--- src/lsm_pkg.sv ---
// Package for the low supply monitor: offsets, fields, resets, timing, types
package lsm_pkg;

  // ==========================================================================
  // Register offsets (byte addresses, one aligned word each)
  localparam logic [3:0] LSM_CTRL_OFS = 4'h0;
  localparam logic [3:0] LSM_STAT_OFS = 4'h4;
  localparam logic [3:0] LSM_MASK_OFS = 4'h8;

  // ==========================================================================
  // Control register field positions
  localparam int LSM_THR_LSB = 0;
  localparam int LSM_THR_MSB = 2;
  localparam int LSM_EN_BIT = 4;
  localparam int LSM_FLAG_BIT = 5;

  // Status and mask field positions
  localparam int LSM_IRQ_BIT = 0;
  localparam int LSM_WAKE_BIT = 1;

  // ==========================================================================
  // Reset values
  localparam logic [2:0] LSM_THR_RST = 3'h0;
  localparam logic LSM_EN_RST = 1'b0;
  localparam logic [1:0] LSM_STAT_RST = 2'h0;
  localparam logic [1:0] LSM_MASK_RST = 2'h0;

  // ==========================================================================
  // Timing: clock, interrupt delay and settle delay
  localparam int LSM_CLK_NS = 100;
  localparam int LSM_IRQ_DELAY_NS = 1000;
  localparam int LSM_IRQ_DELAY_CYC = (LSM_IRQ_DELAY_NS + LSM_CLK_NS - 1) / LSM_CLK_NS;
  localparam int LSM_SETTLE_NS = 2000;
  localparam int LSM_SETTLE_CYC = (LSM_SETTLE_NS + LSM_CLK_NS - 1) / LSM_CLK_NS;

  // ==========================================================================
  // Types
  typedef struct packed {
    logic enable;
    logic [2:0] threshold;
  } lsm_ctrl_s;

  typedef enum logic [1:0] {
    LSM_IDLE,
    LSM_WAIT,
    LSM_FIRED
  } lsm_state_e;

endpackage : lsm_pkg

--- src/lsm_delay.sv ---
// Delay counter that raises a pulse after a flag has stood high a fixed time
`timescale 1ns/10ps
module lsm_delay
  import lsm_pkg::*;
#(
  parameter int DELAY_CYC = LSM_IRQ_DELAY_CYC
)
(
  input wire logic core_clk,
  input wire logic reset_n,
  input wire logic level,
  output logic fire,
  output logic busy
);

  localparam int CW = $clog2(DELAY_CYC + 1);

  lsm_state_e state;
  lsm_state_e next_state;
  logic [CW-1:0] count;
  logic [CW-1:0] next_count;
  logic next_fire;

  // Next state: count while the level stands, fire once on expiry
  always_comb
  begin
    next_state = state;
    next_count = count;
    next_fire = 1'b0;
    unique case (state)
      LSM_IDLE:
      begin
        next_count = '0;
        if (level)
        begin
          next_state = LSM_WAIT;
        end
      end
      LSM_WAIT:
      begin
        if (!level)
        begin
          next_state = LSM_IDLE;
        end
        else if (count == CW'(DELAY_CYC - 1))
        begin
          next_fire = 1'b1;
          next_state = LSM_FIRED;
        end
        else
        begin
          next_count = count + 1'b1;
        end
      end
      LSM_FIRED:
      begin
        if (!level)
        begin
          next_state = LSM_IDLE;
        end
      end
      default:
      begin
        next_state = LSM_IDLE;
      end
    endcase
  end

  // State registers
  always_ff @(posedge core_clk or negedge reset_n)
  begin
    if (!reset_n)
    begin
      state <= LSM_IDLE;
      count <= '0;
      fire <= 1'b0;
    end
    else
    begin
      state <= next_state;
      count <= next_count;
      fire <= next_fire;
    end
  end

  assign busy = (state == LSM_WAIT);

endmodule : lsm_delay

--- src/lsm_top.sv ---
// Low supply monitor: control register, synchroniser, delayed irq, wake-up
// Functional notes
// - Three-bit threshold picks one of eight trip levels, 2.0V up to 4.4V
// - Flag in bit 5 reads one while supply is below the level
// - Enable in bit 4 switches the detector on or off
// - Flag is read-only; flag, enable and threshold reset to zero
// - Control bits 7, 6 and 3 always read zero
// - Detector stays active through power-down while enabled
// - Hardware raises the interrupt request only after a fixed delay past the flag rising; a status write sets it at once
// - Drop below level in sleep sets interrupt flag and wakes device
// - Interrupt request is one source of a shared interrupt group
// - Wake-up on every rising edge of the interrupt flag while in sleep, mask ignored
`timescale 1ns/10ps
module lsm_top
  import lsm_pkg::*;
#(
  parameter int IRQ_DELAY_CYC = LSM_IRQ_DELAY_CYC,
  parameter int SETTLE_CYC = LSM_SETTLE_CYC
)
(
  input wire logic core_clk,
  input wire logic reset_n,
  input wire logic [3:0] avs_address,
  input wire logic avs_read,
  input wire logic avs_write,
  input wire logic [31:0] avs_writedata,
  input wire logic [3:0] avs_byteenable,
  output logic [31:0] avs_readdata,
  output logic avs_waitrequest,
  input wire logic comparator_low,
  input wire logic sleep_mode,
  output logic monitor_enable,
  output logic [2:0] threshold_select,
  output logic settle_done,
  output logic group_irq_req,
  output logic wake_req,
  output logic irq
);

  // ==========================================================================
  // Overview
  // The control word mirrors the detector setup: enable and threshold go
  // straight out to the analog side, so a write takes effect on the edge
  // that accepts it.
  //
  // The low-supply flag is never stored. It is the synchronised comparator
  // gated by enable, so it reads zero while the detector is off and
  // follows the supply again as soon as the detector is back on.
  //
  // The interrupt flag is a separate sticky bit. Only the delay counter or
  // a status write changes it, never a read and never servicing.
  //
  // Its rising edge, and only that edge, records a wake event. A flag that
  // software presets high before sleep therefore keeps the core asleep.
  //
  // Sleep does not stop this block: the detector, the delay and the flag
  // keep running for as long as enable is set.

  // ==========================================================================
  // Register state
  lsm_ctrl_s ctrl;
  lsm_ctrl_s next_ctrl;
  logic [1:0] status;
  logic [1:0] next_status;
  logic [1:0] mask;
  logic [1:0] next_mask;
  logic low_supply_irq_flag;
  logic next_low_supply_irq_flag;
  logic irq_flag_d;
  logic [31:0] next_readdata;
  logic ack;
  logic next_ack;

  // ==========================================================================
  // Synchroniser and settle timer
  logic comp_meta;
  logic comp_sync;
  logic low_supply_flag;
  logic delay_fire;
  localparam int SW = $clog2(SETTLE_CYC + 1);
  logic [SW-1:0] settle_cnt;
  logic [SW-1:0] next_settle_cnt;

  // Two-stage synchroniser for the analog comparator
  // Nothing but comp_sync reads the first stage: the comparator moves
  // with no regard to core_clk, and a slow supply near the trip level
  // can make it chatter for many cycles.
  always_ff @(posedge core_clk or negedge reset_n)
  begin
    if (!reset_n)
    begin
      comp_meta <= 1'b0;
      comp_sync <= 1'b0;
    end
    else
    begin
      comp_meta <= comparator_low;
      comp_sync <= comp_meta;
    end
  end

  // Flag is valid only while the detector is on; stays on in sleep
  assign low_supply_flag = comp_sync & ctrl.enable;

  // Settle counter restarts whenever the detector is off
  // Saturates at the settle count so settle_done stays high.
  // Software polls it before trusting the flag; the flag itself
  // is not gated on it, so early reads may still be noisy.
  always_comb
  begin
    next_settle_cnt = settle_cnt;
    if (!ctrl.enable)
    begin
      next_settle_cnt = '0;
    end
    else if (settle_cnt != SW'(SETTLE_CYC))
    begin
      next_settle_cnt = settle_cnt + 1'b1;
    end
  end

  // Settle counter register
  always_ff @(posedge core_clk or negedge reset_n)
  begin
    if (!reset_n)
    begin
      settle_cnt <= '0;
    end
    else
    begin
      settle_cnt <= next_settle_cnt;
    end
  end

  assign settle_done = (settle_cnt == SW'(SETTLE_CYC));

  // Delay from flag rising to interrupt request
  // A flag that drops before expiry restarts the count, so chatter
  // near the level raises no interrupt; one request per low episode.
  // The busy output is not needed here.
  lsm_delay #(
    .DELAY_CYC(IRQ_DELAY_CYC)
  ) u_delay (
    .core_clk(core_clk),
    .reset_n(reset_n),
    .level(low_supply_flag),
    .fire(delay_fire),
    .busy()
  );

  // ==========================================================================
  // Bus decode helpers
  function automatic logic lsm_hit(input logic [3:0] addr, input logic [3:0] ofs);
    lsm_hit = (addr == ofs);
  endfunction : lsm_hit

  logic wr_ctrl;
  logic wr_stat;
  logic wr_mask;

  // Write strobes
  // Taken only in the first cycle of a request, while ack is low, so a
  // request held through its wait state is applied exactly once.
  // Only byte lane 0 carries register bits; other lanes are ignored.
  assign wr_ctrl = avs_write & ~ack & avs_byteenable[0] & lsm_hit(avs_address, LSM_CTRL_OFS);
  assign wr_stat = avs_write & ~ack & avs_byteenable[0] & lsm_hit(avs_address, LSM_STAT_OFS);
  assign wr_mask = avs_write & ~ack & avs_byteenable[0] & lsm_hit(avs_address, LSM_MASK_OFS);

  // Next register values: writes, flag set, sticky status
  // Order inside this process matters: the status write comes first and
  // the delayed detection after it, so a hardware set in the same cycle
  // as a software clear wins. The wake bit is derived last, from the
  // final flag value, so a write that presets the flag also counts.
  always_comb
  begin
    next_ctrl = ctrl;
    next_mask = mask;
    next_low_supply_irq_flag = low_supply_irq_flag;
    next_status = status;
    if (wr_ctrl)
    begin
      next_ctrl.threshold = avs_writedata[LSM_THR_MSB:LSM_THR_LSB];
      next_ctrl.enable = avs_writedata[LSM_EN_BIT];
    end
    if (wr_mask)
    begin
      next_mask = avs_writedata[1:0];
    end
    // Status write: bit 0 is the irq flag itself, software writes it directly
    if (wr_stat)
    begin
      next_low_supply_irq_flag = avs_writedata[LSM_IRQ_BIT];
      next_status[LSM_WAKE_BIT] = status[LSM_WAKE_BIT] & ~avs_writedata[LSM_WAKE_BIT];
    end
    // Delayed detection sets the flag; set wins over clear
    if (delay_fire)
    begin
      next_low_supply_irq_flag = 1'b1;
    end
    if (next_low_supply_irq_flag & ~low_supply_irq_flag)
    begin
      next_status[LSM_WAKE_BIT] = 1'b1;
    end
    next_status[LSM_IRQ_BIT] = next_low_supply_irq_flag;
  end

  // Register file
  // Plain copy of the next values; all decisions sit in the process above.
  always_ff @(posedge core_clk or negedge reset_n)
  begin
    if (!reset_n)
    begin
      ctrl <= '{enable: LSM_EN_RST, threshold: LSM_THR_RST};
      mask <= LSM_MASK_RST;
      status <= LSM_STAT_RST;
      low_supply_irq_flag <= 1'b0;
      irq_flag_d <= 1'b0;
    end
    else
    begin
      ctrl <= next_ctrl;
      mask <= next_mask;
      status <= next_status;
      low_supply_irq_flag <= next_low_supply_irq_flag;
      irq_flag_d <= low_supply_irq_flag;
    end
  end

  // ==========================================================================
  // Read data and one-wait-state answer
  // Read data is registered from the address every cycle. The value the
  // master takes at the edge where waitrequest is low was captured at the
  // end of the first cycle, while the request already stood.
  // Unmapped offsets read as zero.
  always_comb
  begin
    next_readdata = 32'h0000_0000;
    next_ack = (avs_read | avs_write) & ~ack;
    if (lsm_hit(avs_address, LSM_CTRL_OFS))
    begin
      // Bits 7, 6 and 3 stay zero
      next_readdata[LSM_THR_MSB:LSM_THR_LSB] = ctrl.threshold;
      next_readdata[LSM_EN_BIT] = ctrl.enable;
      next_readdata[LSM_FLAG_BIT] = low_supply_flag;
    end
    else if (lsm_hit(avs_address, LSM_STAT_OFS))
    begin
      next_readdata[1:0] = status;
    end
    else if (lsm_hit(avs_address, LSM_MASK_OFS))
    begin
      next_readdata[1:0] = mask;
    end
  end

  // Bus answer registers
  // ack lasts one cycle: it ends the wait and blocks a second write.
  always_ff @(posedge core_clk or negedge reset_n)
  begin
    if (!reset_n)
    begin
      avs_readdata <= 32'h0000_0000;
      ack <= 1'b0;
    end
    else
    begin
      avs_readdata <= next_readdata;
      ack <= next_ack;
    end
  end

  assign avs_waitrequest = (avs_read | avs_write) & ~ack;

  // ==========================================================================
  // Outputs to the analog side, interrupt group and wake logic
  // wake_req lasts one cycle, the one after the flag rises, and only in
  // sleep; the wake status bit keeps the event for software.
  // irq honours the mask, the wake request does not.
  assign monitor_enable = ctrl.enable;
  assign threshold_select = ctrl.threshold;
  assign group_irq_req = low_supply_irq_flag;
  assign wake_req = sleep_mode & low_supply_irq_flag & ~irq_flag_d;
  assign irq = |(status & mask);

endmodule : lsm_top

--- config.mk ---
export PLATFORM = sky130hd
export DESIGN_NAME = lsm_top
export DESIGN_NICKNAME = d
export VERILOG_FILES = /design/src/lsm_pkg.sv /design/src/lsm_delay.sv /design/src/lsm_top.sv
export SDC_FILE = /design/constraint.sdc
export NUM_CORES = 1
export LEC_CHECK = 0
export BUFFER_PORTS_ARGS = -buffer_cell sky130_fd_sc_hd__clkbuf_2
export CAP_MARGIN = 20
export CORE_ASPECT_RATIO = 0.8
export CORE_MARGIN = 2
export CORE_UTILIZATION = 40
export CTS_BUF_LIST = sky130_fd_sc_hd__clkbuf_4 sky130_fd_sc_hd__clkbuf_8
export DETAILED_ROUTE_END_ITERATION = 7
export GPL_TIMING_DRIVEN = 0
export HOLD_SLACK_MARGIN = 0.03
export PLACE_DENSITY = 0.76
export SKIP_LAST_GASP = 1
export SYNTH_ARGS = -nofsm -noshare
export SYNTH_HDL_FRONTEND = slang
export SYNTH_SLANG_ARGS = --single-unit
--- constraint.sdc ---
create_clock -name core_clk -period 1.4 [get_ports core_clk]
set_input_delay 0.28 -clock core_clk [delete_from_list [all_inputs] [get_ports core_clk]]
set_output_delay 0.28 -clock core_clk [all_outputs]
set_load 0.005 [all_outputs]
* After elaboration in Yosys (flattened, before gate mapping)
Cells that the tools add are included.
** Word-level totals
- Register bits after elaboration :: 29
- Word-level logic and storage cells :: 75
- Output and inout bits :: 41
- Bits of input ports :: 46
** Operators by class
- Reductions and logical operators :: 7
- Muxes and demuxes :: 22
- Add/sub/neg operators :: 2
- Bitwise operators :: 17
- Equal/unequal tests :: 13
** Operator list (number)
- $mux 2 :: 8
- $and 1x1->1 :: 11
- $mux 5 :: 2
- $eq 4x4->1 const B :: 2
- $mux 1 :: 8
- $mux 4 :: 2
- $pmux 4 s2 :: 1
- $ne 2x1->1 const B :: 3
- $pmux 2 s3 :: 1
- $reduce_and 3->1 :: 2
- $add 5x1->5 const B :: 1
- $eq 5x5->1 const B :: 1
- $ne 5x5->1 const B :: 1
- $add 4x1->4 const B :: 1
- $eq 4x3->1 const B :: 1
- $logic_not 4->1 :: 1
- $ne 2x2->1 const B :: 2
- $not 1->1 :: 4
- $reduce_bool 2->1 :: 2
- $ne 3x3->1 const B :: 1
- $and 2x2->2 :: 1
- $eq 2x1->1 const B :: 1
- $eq 2x2->1 const B :: 1
- $logic_not 2->1 :: 1
- 2 further kinds :: 2

* Logic depth before layout (Yosys ltp)
Gate-level depths: netlist of run 1.
- Depth after elaboration :: 8
- Mapped depth :: 5
- Depth with buffers taken out :: 5

* Modules after synthesis
A second synthesis of run 1 with hierarchy kept.
** Unflattened totals
- Cells, all modules :: 138
- Area, all modules :: 1544.0 um^2
** By module, submodules not included
- lsm_top :: cells each 102, instances 1, seq. area each 550.5 um^2, area an instance 1184.9 um^2
- lsm_delay :: cells each 36, instances 1, seq. area each 175.2 um^2, area an instance 359.1 um^2

* Worst setup path before layout of run 1
OpenSTA, ideal clock, no wires.
- Kind :: flip-flop to flip-flop
- Start point :: register settle_cnt[0]
- End point :: register settle_cnt[3]
- Arrival :: 1246 ps
- Stages on the path, launching flop included :: 6
- Required time :: 1322 ps
- Period minus slack after synthesis :: 1324 ps
- Setup time :: 78 ps
- Slack :: 76 ps
- Path through :: dfrtp_1 > inv_1 > ha_1 > nand4b_1 > or3b_1 > a21boi_1
** Between the ends
- Longest elaborated chain between the ends :: 3
- Elaborated cells on any way between the ends :: 5
- Those cells by class :: 1 x add/sub; 2 x eq/ne; 2 x mux
** Ends and longest elaborated chain
- from (decl) :: RTL line lsm_top.sv:81 : logic [SW-1:0] settle_cnt;
- from (signal assigned) :: RTL line lsm_top.sv:131 : settle_cnt <= next_settle_cnt;
- $add 5x1->5 :: RTL line lsm_top.sv:118 : next_settle_cnt = settle_cnt + 1'b1;
- $mux 5 :: RTL line lsm_top.sv:116 : else if (settle_cnt != SW'(SETTLE_CYC))
- $mux 5 :: RTL line lsm_top.sv:112 : if (!ctrl.enable)
Parallel ways exist; a longest one is shown, timed or not. The select of a mux whose other input is x is not followed.
A chain may end at the register's enable or synchronous reset.

* Final worst setup path of run 1
- Start point :: register settle_cnt[0]
- End point :: output port settle_done
** Between the ends
- Longest elaborated chain between the ends :: 1
** Ends and longest elaborated chain
- $eq 5x5->1 :: RTL line lsm_top.sv:135 : assign settle_done = (settle_cnt == SW'(SETTLE_CYC));
- to (decl) :: RTL line lsm_top.sv:34 : output logic settle_done,
Every way passes these cells.

==> reports/qor.log, run 1 <==
qor: floorplan.ioPinCount 87
qor: route.dr_pass1_iterations 4
qor: clock_tree.tritoncts_num_sinks 29
qor: clock_tree.cts_max_path_buffers 2
qor: global_route.pin_count_of_the_biggest_net_entering_global_routing 30
qor: flow_run.max_cap_viol_count 0
qor: clock_tree.htree_levels 2
qor: status.outcome finished with violations
qor: clock_tree.clk_pin_slew_worst_paths 0.06 ns
qor: global_route.antenna_found_initial 0
qor: sta.timing.final.ws_setup -0.0870 ns
qor: layout.antennaDiodeCount 0
qor: sta.timing_worst_slew_pin_value 0.690 ns
qor: floorplan.placeableCoreArea 3780 µm²
qor: setup_path.crit_fanout 2
qor: setup_path.worst-r2r-setup-slack 0 ns
qor: setup_path.worstPathArrival 1.21 ns
qor: sta.hold_viol 0
qor: route.via_count 1115
qor: setup_path.critical_path_required 1.12 ns
qor: pwr.comb_power_share 0.151
qor: setup_path.crit_type flip-flop to output pin
qor: floorplan.fp.dieW 73.9 µm
qor: floorplan.die-height 59.9 µm
qor: layout.postLayoutCoreUtil 0.547
qor: pwr.share_seq_of_total_power 0.410
qor: layout.net_total_in_the_final_layout 256
qor: sta.post-route-min-period 1.49 ns
qor: global_route.globalRoute.totalOverflow 0
qor: setup_path.timing.rr.end settle_cnt[3]
qor: synth.ys_types 38
qor: sta.fin_skew 0.00527 ns
qor: pwr.cell_internal_pwr 0.00182 W
qor: pwr.power_switching_share 0.225
qor: sta.timing.fmax 672 MHz
qor: clock_tree.worstSkewPairLatency 0.28 ns
qor: route.drcViolationCount 0
qor: floorplan.floorplan.rows 20
qor: synth.seq_cells_post_synth 29
qor: placed_design.dpl-instance-area 1870 µm²
qor: setup_path.r2r_start settle_cnt[0]
qor: setup_path.ff2ff_path_depth 6
qor: global_route.first_global_vias 914
qor: layout.drive_above_1_share 0.425
qor: route.drt_total_wl 2.67 mm
qor: route.detail_route.iter0.violations 25
qor: sta.fin_setup_tns -0.0870 ns
qor: layout.post_route_non_filler_standard_cell_count 262
qor: status.failed_checks setup timing
qor: sta.min_period_over_period 1.06
qor: sta.rsz0062_at_grt yes
qor: layout.final_cell_area 2070 µm²
qor: synth.synth.yosys.seq_area_share 0.465
qor: layout.syn2layout_area_growth 32.3%
qor: route.route.detailed.wl_per_inst 10.2 µm
qor: route.avgViaCountPerCell 4.26
qor: route.antenna_violating_nets_post_route 0
qor: synth.post_synth_instance_area 1560 µm²
qor: pwr.leakage_power 1.11 nW
qor: placed_design.numPlacedInstances 248
qor: min_path.min-delay-path-class primary input to asynchronous set/reset pin
qor: floorplan.dieArea 4420 µm²
qor: pwr.power_density 1130 nW/µm²
qor: floorplan.floorplan.initialDensity 0.413
qor: setup_path.setup.worst_path.end_class output pin
qor: sta.drv_slew 0
qor: synth.ys.warnings.count 0
qor: placed_design.global_placer_s_final_weighted_congestion 0.807
qor: placed_design.hpwl 1.92 mm
qor: sta.finalSetupViolCount 1
qor: clock_tree.cts-root-buf sky130_fd_sc_hd__clkbuf_8
qor: global_route.grt_pass1_wl 4.20 mm
qor: pwr.ir_drop_worst_case_vdd 0.746 mV
qor: clock_tree.total_cts_buffers 5
qor: sta.slew-limit-headroom 0.540
qor: pwr.p_sw 0.000527 W
qor: global_route.grt_usage 0.130
qor: synth.syn-instance-count 139
qor: pwr.pwr-share-clk 0.439
qor: placed_design.portBuffers 28
qor: sta.fin_hold_ws 0.0275 ns
qor: synth.synthesis.area_per_instance 11.2 µm²
qor: clock_tree.tritoncts_clock_tree done
qor: setup_path.start_kind flip-flop
how the worst max path moves through the flow:
stage                        start                   to  slack [ns]  depth (start not counted)
floorplan            settle_cnt[0]        settle_cnt[3]        0.08                          5
global placement    avs_address[1]  threshold_select[1]       -0.15                          4
detailed placement  avs_address[1]  threshold_select[1]       -0.20                          4
CTS                  settle_cnt[0]          settle_done       -0.09                          5
global route         settle_cnt[0]          settle_done       -0.17                          5
finish               settle_cnt[0]          settle_done       -0.09                          5
cell families (layout without fill, tap and decap cells):
family | count (synthesis) | count (layout) | share of synthesized area
compound gates | 15 | 15 | 0.0729
xor+xnor | 2 | 2 | 0.0112
fa+ha+maj | 4 | 4 | 0.0321
buf+inv | 34 | 76 | 0.148
flops | 29 | 29 | 0.465
mux | 12 | 12 | 0.0921
other cells | 1 | 27 | 0.00240
simple gates | 42 | 42 | 0.176
Yosys cell counts, drive strengths merged:
master   instances  area, µm²
buf             29        213
nor2             5       18.8
nand4b           2       17.5
o21bai           1       7.51
a2bb2oi          2       17.5
nor3             4       20.0
conb             1       3.75
dfrtp           29        726
nand3b           1       7.51
a31oi            1       6.26
o211ai           1       7.51
and3b            2       17.5
and4b            1       10.0
a21boi           1       7.51
nor4b            1       23.8
inv              5       18.8
o21ai            3       15.0
mux2i            5       50.1
and2             7       46.3
mux2             7       93.8
o311ai           1       8.76
nand2            6       22.5
nand3            6       30.0
nor2b            1       6.26
a221o            2       20.0
a21oi            1       5.00
and4             1       10.0
nor4             1       12.5
and3             1       6.26
or3b             2       17.5
and2b            1       8.76
xnor2            2       17.5
a311o            1       10.0
ha               4       50.1
a22o             1       8.76
critical path, stage by stage (launching register included):
cell and delay [ns]:
sky130_fd_sc_hd__dfrtp_1 0.39, sky130_fd_sc_hd__inv_2 0.08, sky130_fd_sc_hd__ha_4 0.12, sky130_fd_sc_hd__nand4b_1 0.15, sky130_fd_sc_hd__inv_1 0.09, sky130_fd_sc_hd__clkbuf_2 0.10
metrics by stage:
stage	power, W	setup WS [ns]
3_3_place_gp	0.00129	-0.151
5_1_grt	0.00247	-0.173
4_1_cts	0.00238	-0.0901
3_5_place_dp	0.00130	-0.201
2_1_floorplan	0.00117	0.0761
6_report	0.00234	-0.0870
per-layer routing:
layer	vias up	global-route usage	wire (µm)	part of all wire
li1	565	-	-	-
met1	506	0.175	1270	0.48
met2	39	0.184	1180	0.44
met3	5	0.0658	187	0.070
met4	0	0.0390	36	0.013
met5	-	0	0	0
flip-flops by register name, summed over array words and instances, names as in the netlist:
signal	count
threshold_select	3
u_delay.fire	1
irq_flag_d	1
ack	1
mask	2
u_delay.state	2
comp_sync	1
avs_readdata	5
u_delay.count	4
status	2
settle_cnt	5
monitor_enable	1
comp_meta	1
power by group through the flow:
stage	sequential (W)	combinational [W]	clock, W
3_3_place_gp	0.000974	0.000313	0
2_1_floorplan	0.000962	0.000209	0
4_1_cts	0.000960	0.000354	0.00106
6_report	0.000961	0.000354	0.00103
3_5_place_dp	0.000977	0.000320	0
5_1_grt	0.000971	0.000398	0.00110
placed cells by master (no fill, tap or decap), types with 2 or more instances in the layout:
cell type	Yosys	layout
sky130_fd_sc_hd__nor2_1	5	5
sky130_fd_sc_hd__nand3_1	6	6
sky130_fd_sc_hd__nand2_1	6	6
sky130_fd_sc_hd__clkbuf_8	0	5
sky130_fd_sc_hd__nand4b_1	2	2
sky130_fd_sc_hd__and2_1	6	6
sky130_fd_sc_hd__or3b_1	2	2
sky130_fd_sc_hd__ha_1	4	3
sky130_fd_sc_hd__inv_1	5	3
sky130_fd_sc_hd__bufinv_16	0	2
sky130_fd_sc_hd__dfrtp_1	29	28
sky130_fd_sc_hd__inv_2	0	2
sky130_fd_sc_hd__o21ai_0	3	3
sky130_fd_sc_hd__xnor2_1	2	2
sky130_fd_sc_hd__mux2_4	4	4
sky130_fd_sc_hd__mux2i_1	5	5
sky130_fd_sc_hd__buf_4	27	32
sky130_fd_sc_hd__nor3_1	4	4
sky130_fd_sc_hd__conb_1	1	27
sky130_fd_sc_hd__clkbuf_2	0	28
sky130_fd_sc_hd__a221o_1	2	2
sky130_fd_sc_hd__mux2_2	3	3
sky130_fd_sc_hd__a2bb2oi_1	2	2
sky130_fd_sc_hd__buf_2	2	2
area by class of cell:
cell class | count | area [µm²]
Clock inverter | 3 | 65.1
Timing Repair Buffer | 34 | 189
Clock buffer | 5 | 68.8
Tap cell | 55 | 68.8
Buffer | 29 | 213
Sequential cell | 29 | 727
Fill cell | 328 | 1710
Inverter | 5 | 18.8
Multi-Input combinational cell | 102 | 716
what timing repair did:
| item | CTS | global route |
|---|---|---|
| buffers inserted | 6 | 0 |
| endpoints found under the setup margin | 2 | 5 |
| hold buffers | 0 | 0 |
| pin swaps | 3 | 0 |
| gates resized for setup | 4 | 3 |
(Power assumes the default switching activity.)
==> run 2: changes to the inputs <==
--- a/config.mk
+++ b/config.mk
@@ -5,17 +5,18 @@
 export SDC_FILE = /design/constraint.sdc
 export NUM_CORES = 1
 export LEC_CHECK = 0
+export ABC_AREA = 1
 export BUFFER_PORTS_ARGS = -buffer_cell sky130_fd_sc_hd__clkbuf_2
 export CAP_MARGIN = 20
 export CORE_ASPECT_RATIO = 0.8
-export CORE_MARGIN = 2
 export CORE_UTILIZATION = 40
 export CTS_BUF_LIST = sky130_fd_sc_hd__clkbuf_4 sky130_fd_sc_hd__clkbuf_8
 export DETAILED_ROUTE_END_ITERATION = 7
 export GPL_TIMING_DRIVEN = 0
 export HOLD_SLACK_MARGIN = 0.03
-export PLACE_DENSITY = 0.76
+export PLACE_DENSITY = 0.77
 export SKIP_LAST_GASP = 1
+export SLEW_MARGIN = 20
 export SYNTH_ARGS = -nofsm -noshare
 export SYNTH_HDL_FRONTEND = slang
 export SYNTH_SLANG_ARGS = --single-unit
==> run 2 against run 1 <==
Compared with the run above:
- the flow finishes with violations (DRC, setup timing)
- sequential cell count did not move
- combinational power fell by 3%
- via count rose by 9.3%
- non-clock buffer count fell by 1
- die area fell by 7.2%
- synthesized area fell by 1.4%
- setup slack got worse by 0.014 ns
- critical path type unchanged
- largest power group is now sequential cells
- highest routed layer unchanged
==> reports/qor.log, run 2 <==
qor: synth.synth_largest_type_area_fraction 0.471
qor: synth.post_synth_instance_area 1540 µm²
qor: layout.syn2layout_area_growth 28.8%
qor: sta.rsz0062_at_grt yes
qor: floorplan.fp.dieW 71.4 µm
qor: setup_path.critical_path.slowest_cell sky130_fd_sc_hd__dfrtp_1
qor: synth.synth.most_common_cell sky130_fd_sc_hd__nand2_1
qor: synth.number_of_synthesized_flops_with_an_enable_pin 0
qor: sta.slew-limit-headroom 0.526
qor: route.dr_pass1_iterations 6
qor: synth.ys_types 19
qor: placed_design.global_placer_s_final_weighted_congestion 0.827
qor: synth.synth_flop_cell sky130_fd_sc_hd__dfrtp_1
qor: status.failed_checks DRC, setup timing
qor: setup_path.crit_fanout 3
qor: synth.synth.yosys.seq_area_share 0.471
qor: layout.fill_cells 329
qor: pwr.ir_drop_worst_case_vdd 0.449 mV
qor: layout.antennaDiodeCount 0
qor: setup_path.setup.worst_path.end_class output pin
qor: setup_path.critical_path.endpoint settle_done
qor: layout.drive_above_1_share 0.332
qor: clock_tree.htree_levels 2
qor: setup_path.r2r_start settle_cnt[0]
qor: setup_path.most_numerous_cell_on_the_critical_path sky130_fd_sc_hd__inv_2
qor: setup_path.crit_path_start settle_cnt[0]
qor: synth.netlist_top_cells_count sky130_fd_sc_hd__nand2_1 (42), sky130_fd_sc_hd__dfrtp_1 (29), sky130_fd_sc_hd__buf_4 (27)
qor: route.detail_route.iter0.violations 117
qor: clock_tree.tritoncts_clock_tree done
qor: sta.fin_skew 0.00782 ns
qor: floorplan.floorplan.rows 19
qor: sta.post-route-min-period 1.50 ns
qor: setup_path.start_kind flip-flop
qor: clock_tree.tritoncts_num_sinks 29
qor: pwr.fin_total_pwr 0.00199 W
qor: setup_path.critical_path_required 1.12 ns
qor: setup_path.cp_cell_sequence inv_2 > ha_4 > nand4_1 > inv_2 > clkbuf_2
qor: route.antenna_violating_nets_post_route 0
qor: sta.timing.fmax 666 MHz
qor: floorplan.ioPinCount 87
qor: status.outcome finished with violations
qor: min_path.min-delay-path-class primary input to asynchronous set/reset pin
qor: synth.yosysTopAreaCell sky130_fd_sc_hd__dfrtp_1
qor: sta.fin_setup_tns -0.101 ns
qor: layout.layout.cells.most_common_list sky130_fd_sc_hd__nand2_1 (42), sky130_fd_sc_hd__buf_4 (34), sky130_fd_sc_hd__dfrtp_1 (28), sky130_fd_sc_hd__clkbuf_2 (28), sky130_fd_sc_hd__conb_1 (27)
qor: synth.syn-instance-count 184
qor: route.via_count 1219
qor: route.drt_total_wl 2.77 mm
qor: layout.top_regs avs_readdata x5, settle_cnt x5, u_delay.count x4
qor: clock_tree.cts_max_path_buffers 2
qor: global_route.globalRoute.totalOverflow 0
qor: sta.finalSetupViolCount 1
qor: floorplan.floorplan.initialDensity 0.435
qor: setup_path.worstPathArrival 1.22 ns
qor: route.drcViolationCount 3
qor: placed_design.portBuffers 28
qor: route.route.detailed.wl_per_inst 9.37 µm
qor: global_route.antenna_found_initial 0
qor: setup_path.timing.rr.end settle_cnt[1]
qor: synth.synthesis.area_per_instance 8.37 µm²
qor: layout.postLayoutCoreUtil 0.560
qor: synth.ys_async_sr_fraction 1.00
qor: clock_tree.worstSkewPairLatency 0.28 ns
qor: sta.timing.final.ws_setup -0.101 ns
qor: route.avgViaCountPerCell 4.13
qor: clock_tree.cts_hold_buf 0
qor: pwr.power_density 1000 nW/µm²
qor: placed_design.hpwl 2.02 mm
qor: global_route.grt_pass1_wl 4.71 mm
qor: layout.final_common_cell sky130_fd_sc_hd__nand2_1
qor: synth.ys.warnings.count 0
qor: flow_run.max_cap_viol_count 0
qor: floorplan.placeableCoreArea 3540 µm²
qor: sta.min_period_over_period 1.07
qor: global_route.first_global_vias 1121
qor: sta.hold_viol 0
qor: clock_tree.clk_pin_slew_worst_paths 0.06 ns
qor: global_route.pin_count_of_the_biggest_net_entering_global_routing 30
qor: synth.seq_cells_post_synth 29
qor: setup_path.worst-r2r-setup-slack 0.12 ns
qor: sta.drv_slew 0
qor: setup_path.crit_type flip-flop to output pin
qor: clock_tree.total_cts_buffers 5
qor: global_route.grt_usage 0.152
qor: clock_tree.cts-root-buf sky130_fd_sc_hd__clkbuf_8
qor: pwr.leakage_power 1.13 nW
qor: setup_path.ff2ff_path_depth 7
qor: sta.timing_worst_slew_pin_value 0.711 ns
qor: synth.synth_area_leaders sky130_fd_sc_hd__dfrtp_1 (47%), sky130_fd_sc_hd__buf_4 (13%), sky130_fd_sc_hd__nand2_1 (10%), sky130_fd_sc_hd__inv_1 (6.3%), sky130_fd_sc_hd__nor2_1 (4.6%)
qor: layout.net_total_in_the_final_layout 302
qor: floorplan.die-height 57.5 µm
qor: floorplan.dieArea 4100 µm²
qor: setup_path.critPathMaxStageDelay 0.38 ns
[run 2: cell count changes in the layout (fill, tap and decap cells not counted), moves of 3 or more]
cell / before / now
sky130_fd_sc_hd__nor2_1: 5 / 19
sky130_fd_sc_hd__nand2_1: 6 / 42
sky130_fd_sc_hd__and2_1: 6 / 0
sky130_fd_sc_hd__mux2_4: 4 / 0
sky130_fd_sc_hd__mux2_2: 3 / 0
sky130_fd_sc_hd__inv_1: 3 / 23
sky130_fd_sc_hd__a21oi_1: 1 / 4
sky130_fd_sc_hd__nor3_1: 4 / 0
sky130_fd_sc_hd__mux2i_1: 5 / 0
sky130_fd_sc_hd__o21ai_0: 3 / 13
[run 2: critical path, delay by kind of cell (launching register included)]
| kind | cells | cell delay (ns) |
|---|---|---|
| simple gates | 1 | 0.13 |
| buf+inv | 3 | 0.30 |
| fa+ha+maj | 1 | 0.13 |
| flops | 1 | 0.38 |
[run 2: kinds of logic (layout without fill, tap and decap cells)]
| kind of cell | Yosys count | count (layout) | share of synthesized area |
|---|---|---|---|
| adder cells (fa/ha/maj) | 4 | 4 | 0.0325 |
| AO/OA/AOI/OAI | 19 | 19 | 0.0666 |
| other | 1 | 27 | 0.00243 |
| AND/OR/NAND/NOR | 78 | 78 | 0.232 |
| buffers and inverters | 53 | 96 | 0.195 |
| flip-flops | 29 | 29 | 0.471 |
[run 2: worst min-delay path by stage]
stage,from,end,slack [ns],depth (start not counted)
after floorplan,reset_n,ack,-0.02,0
after global placement,comp_meta,comp_sync,0.34,0
after detailed placement,comp_meta,comp_sync,0.34,0
after CTS,reset_n,threshold_select[2],0.06,1
after global routing,reset_n,threshold_select[2],0.09,1
final,reset_n,threshold_select[2],0.04,1
[run 2: final cells by class]
class	count	area, µm²	share of cell area
sequential	29	727	0.367
multi-input combinational	128	624	0.315
buffer	27	203	0.102
timing repair buffer	35	193	0.0972
inverter	26	97.6	0.0492
clock buffer	6	76.3	0.0385
tap	42	52.6	0.0265
clock inverter	2	10.0	0.00505
[run 2: where the power goes]
group	internal, W	switching, W	leakage [nW]	total (W)
logic	0.000173	0.000172	0.699	0.000344
clock network	0.000363	0.000315	0.0484	0.000678
registers	0.000905	0.0000585	0.385	0.000964
[run 2: per-layer routing]
metal	global-route usage	up-vias	part of all wire
met4	0.0771	0	0.013
met1	0.183	543	0.47
met2	0.246	24	0.48
li1	-	647	-
met5	0	-	0
met3	0.0477	5	0.044
[run 2: repair_timing]
action,in CTS,in global routing
endpoints found under the hold margin,0,0
setup buffers,4,3
endpoints found under the setup margin,1,3
resized for setup,4,2
pin swaps,2,1
[run 2: stage by stage]
step | area, µm² | instances | setup slack [ns] | hold slack [ns]
finish | 1980 | 295 | -0.101 | 0.0376
global route | 1980 | 295 | -0.152 | 0.0910
CTS | 1960 | 292 | -0.0856 | 0.0571
detailed placement | 1830 | 280 | -0.0238 | 0.338
global placement | 1830 | 280 | 0.0417 | 0.339
floorplan | 1640 | 210 | 0.250 | -0.0156
==> run 3: changes to the inputs <==
--- a/config.mk
+++ b/config.mk
@@ -8,13 +8,15 @@
 export ABC_AREA = 1
 export BUFFER_PORTS_ARGS = -buffer_cell sky130_fd_sc_hd__clkbuf_2
 export CAP_MARGIN = 20
+export CELL_PAD_IN_SITES_DETAIL_PLACEMENT = 1
+export CELL_PAD_IN_SITES_GLOBAL_PLACEMENT = 1
 export CORE_ASPECT_RATIO = 0.8
-export CORE_UTILIZATION = 40
+export CORE_UTILIZATION = 28
 export CTS_BUF_LIST = sky130_fd_sc_hd__clkbuf_4 sky130_fd_sc_hd__clkbuf_8
 export DETAILED_ROUTE_END_ITERATION = 7
 export GPL_TIMING_DRIVEN = 0
 export HOLD_SLACK_MARGIN = 0.03
-export PLACE_DENSITY = 0.77
+export PLACE_DENSITY_LB_ADDON = 0.1
 export SKIP_LAST_GASP = 1
 export SLEW_MARGIN = 20
 export SYNTH_ARGS = -nofsm -noshare
==> run 3 against run 2 <==
Compared with the run above:
- the run still ends with DRC, setup timing left
- global-route usage decreased by 1.7 points
- clock-buffer cell count grew 1
- cell count up 7.8%
- first-iteration DRC count fell by 63%
- fmax rose by 1.7%
- clock power increased by 4.3%
- sequential share of layout area shrank 1.3 points
- power increased by 3.2%
- utilization decreased by 16 points
- worst hold slack improved by 0.029 ns
- setup slack better by 0.025 ns
- largest cell class unchanged
- largest power group unchanged
==> reports/qor.log, run 3 (same netlist as run 2, synthesis figures left out) <==
qor: status.outcome finished with violations
qor: status.failed_checks DRC, setup timing
qor: sta.fin_skew 0.00422 ns
qor: pwr.share_seq_of_total_power 0.474
qor: global_route.globalRoute.totalOverflow 0
qor: clock_tree.cts_hold_buf 0
qor: clock_tree.total_cts_buffers 5
qor: floorplan.die-height 68.3 µm
qor: setup_path.critical_path_required 1.12 ns
qor: clock_tree.clk_pin_slew_worst_paths 0.06 ns
qor: floorplan.floorplan.initialDensity 0.299
qor: layout.syn2layout_area_growth 33.3%
qor: placed_design.global_placer_s_final_weighted_congestion 0.709
qor: pwr.cell_internal_pwr 0.00150 W
qor: route.antenna_violating_nets_post_route 0
qor: route.avgViaCountPerCell 4.06
qor: pwr.fin_total_pwr 0.00205 W
qor: global_route.antenna_found_initial 0
qor: setup_path.worst-r2r-setup-slack -0.06 ns
qor: global_route.first_global_vias 1316
qor: layout.antennaDiodeCount 0
qor: min_path.min-delay-path-class primary input to asynchronous set/reset pin
qor: sta.timing_worst_slew_pin_value 0.762 ns
qor: layout.drive_above_1_share 0.348
qor: route.dr_pass1_iterations 8
qor: route.drcViolationCount 4
qor: layout.net_total_in_the_final_layout 306
qor: setup_path.setup.worst_path.end_class output pin
qor: sta.slew-limit-headroom 0.492
qor: clock_tree.tritoncts_clock_tree done
qor: floorplan.floorplan.rows 23
qor: layout.final_common_cell sky130_fd_sc_hd__nand2_1
qor: route.detailroute.wirelength.met2 1.52 mm
qor: pwr.power_density 998 nW/µm²
qor: sta.finalSetupViolCount 2
qor: placed_design.dpl-instance-area 1860 µm²
qor: pwr.comb_power_share 0.181
qor: pwr.leakage_power 1.15 nW
qor: clock_tree.htree_levels 2
qor: clock_tree.cts_max_path_buffers 2
qor: layout.top_regs avs_readdata x5, settle_cnt x5, u_delay.count x4
qor: sta.min_period_over_period 1.05
qor: sta.drv_slew 0
qor: setup_path.start_kind flip-flop
qor: placed_design.hpwl 2.46 mm
qor: floorplan.ioPinCount 87
qor: clock_tree.cts-root-buf sky130_fd_sc_hd__clkbuf_8
qor: sta.hold_viol 0
qor: route.via_count 1292
qor: route.route.detailed.wl_per_inst 10.8 µm
qor: placed_design.portBuffers 28
qor: setup_path.crit_fanout 2
qor: clock_tree.tritoncts_num_sinks 29
qor: sta.timing.fmax 678 MHz
qor: route.dr_wl_met3 236 µm
qor: global_route.grt_pass1_wl 5.98 mm
qor: clock_tree.worstSkewPairLatency 0.28 ns
qor: flow_run.max_cap_viol_count 0
qor: sta.fin_hold_ws 0.0670 ns
qor: route.detail_route.iter0.violations 43
qor: global_route.grt_usage 0.135
qor: sta.fin_setup_tns -0.138 ns
qor: floorplan.placeableCoreArea 5150 µm²
qor: global_route.pin_count_of_the_biggest_net_entering_global_routing 30
qor: pwr.pwr-share-clk 0.345
qor: route.highest_layer met4
qor: layout.layout.cells.most_common_list sky130_fd_sc_hd__nand2_1 (42), sky130_fd_sc_hd__buf_4 (38), sky130_fd_sc_hd__dfrtp_1 (28), sky130_fd_sc_hd__clkbuf_2 (28), sky130_fd_sc_hd__conb_1 (27)
qor: setup_path.worstPathArrival 1.20 ns
qor: sta.rsz0062_at_grt yes
qor: setup_path.crit_type flip-flop to output pin
qor: sta.timing.final.ws_setup -0.0759 ns
qor: floorplan.fp.dieW 84.9 µm
qor: layout.final_cell_area 2050 µm²
qor: sta.post-route-min-period 1.48 ns
qor: floorplan.dieArea 5800 µm²
qor: pwr.ir_drop_worst_case_vdd 0.296 mV
qor: pwr.power_switching_share 0.267
qor: route.drt_total_wl 3.44 mm
qor: route.wirelength_met1 1.62 mm
qor: layout.postLayoutCoreUtil 0.399
qor: pwr.p_sw 0.000547 W
run 3: changes by cell type in the layout (fill, tap and decap cells not counted):
cell	previous run	this run
sky130_fd_sc_hd__clkinv_2	2	0
sky130_fd_sc_hd__a21oi_1	4	3
sky130_fd_sc_hd__clkbuf_8	5	6
sky130_fd_sc_hd__o21ai_1	0	1
sky130_fd_sc_hd__nor2_1	19	18
sky130_fd_sc_hd__a21oi_2	0	1
sky130_fd_sc_hd__o21ai_0	13	12
sky130_fd_sc_hd__buf_4	34	38
sky130_fd_sc_hd__nor2_4	2	3
run 3: what timing repair did:
item / 4_1_cts / 5_1_grt
endpoints found under the setup margin: 2 / 4
setup buffers: 9 / 2
pin swaps: 2 / 1
gates resized for setup: 6 / 4
gates cloned: 0 / 0
run 3: power groups by stage:
| stage | Combinational, W | Sequential (W) | Clock [W] |
|---|---|---|---|
| after floorplan | 0.000190 | 0.000969 | 0 |
| after global placement | 0.000294 | 0.000987 | 0 |
| after detailed placement | 0.000299 | 0.000987 | 0 |
| after CTS | 0.000352 | 0.000972 | 0.000737 |
| after global routing | 0.000422 | 0.000982 | 0.000769 |
| final | 0.000371 | 0.000971 | 0.000707 |
run 3: area by class of cell:
class	count	area, µm²
fillers	651	3100
flip-flops and latches	29	727
multi-input cells	128	636
repair buffers	39	223
plain buffers	27	203
inverters	26	97.6
clock buffers	7	90.1
well taps	62	77.6
run 3: routing by layer:
| layer | vias up | global-route usage |
|---|---|---|
| li1 | 654 | - |
| met1 | 575 | 0.162 |
| met2 | 56 | 0.236 |
| met3 | 7 | 0.0326 |
| met4 | 0 | 0.0572 |
| met5 | - | 0 |
run 3: worst paths after layout:
| kind | startpoint | end | cells after the start |
|---|---|---|---|
| max in group asynchronous | reset_n | status[0] | 1 |
| hold reg to reg | comp_meta | comp_sync | 0 |
| setup / recovery | settle_cnt[0] | settle_done | 5 |
| hold / removal | reset_n | threshold_select[1] | 1 |
| setup reg to reg | settle_cnt[0] | settle_cnt[3] | 10 |
| min in group core_clk | comparator_low | comp_meta | 1 |
run 3: critical path, stage by stage (launching register included):
cell,delay [ns]
sky130_fd_sc_hd__dfrtp_1,0.40
sky130_fd_sc_hd__inv_2,0.09
sky130_fd_sc_hd__ha_4,0.12
sky130_fd_sc_hd__nand4_1,0.12
sky130_fd_sc_hd__inv_2,0.09
sky130_fd_sc_hd__clkbuf_2,0.11
run 3: metrics by stage:
stage / worst slack [ns] / cells
6_report: -0.0759 / 318
5_1_grt: -0.126 / 318
4_1_cts: -0.0532 / 316
3_5_place_dp: -0.0274 / 300
3_3_place_gp: -0.0270 / 300
2_1_floorplan: 0.250 / 210
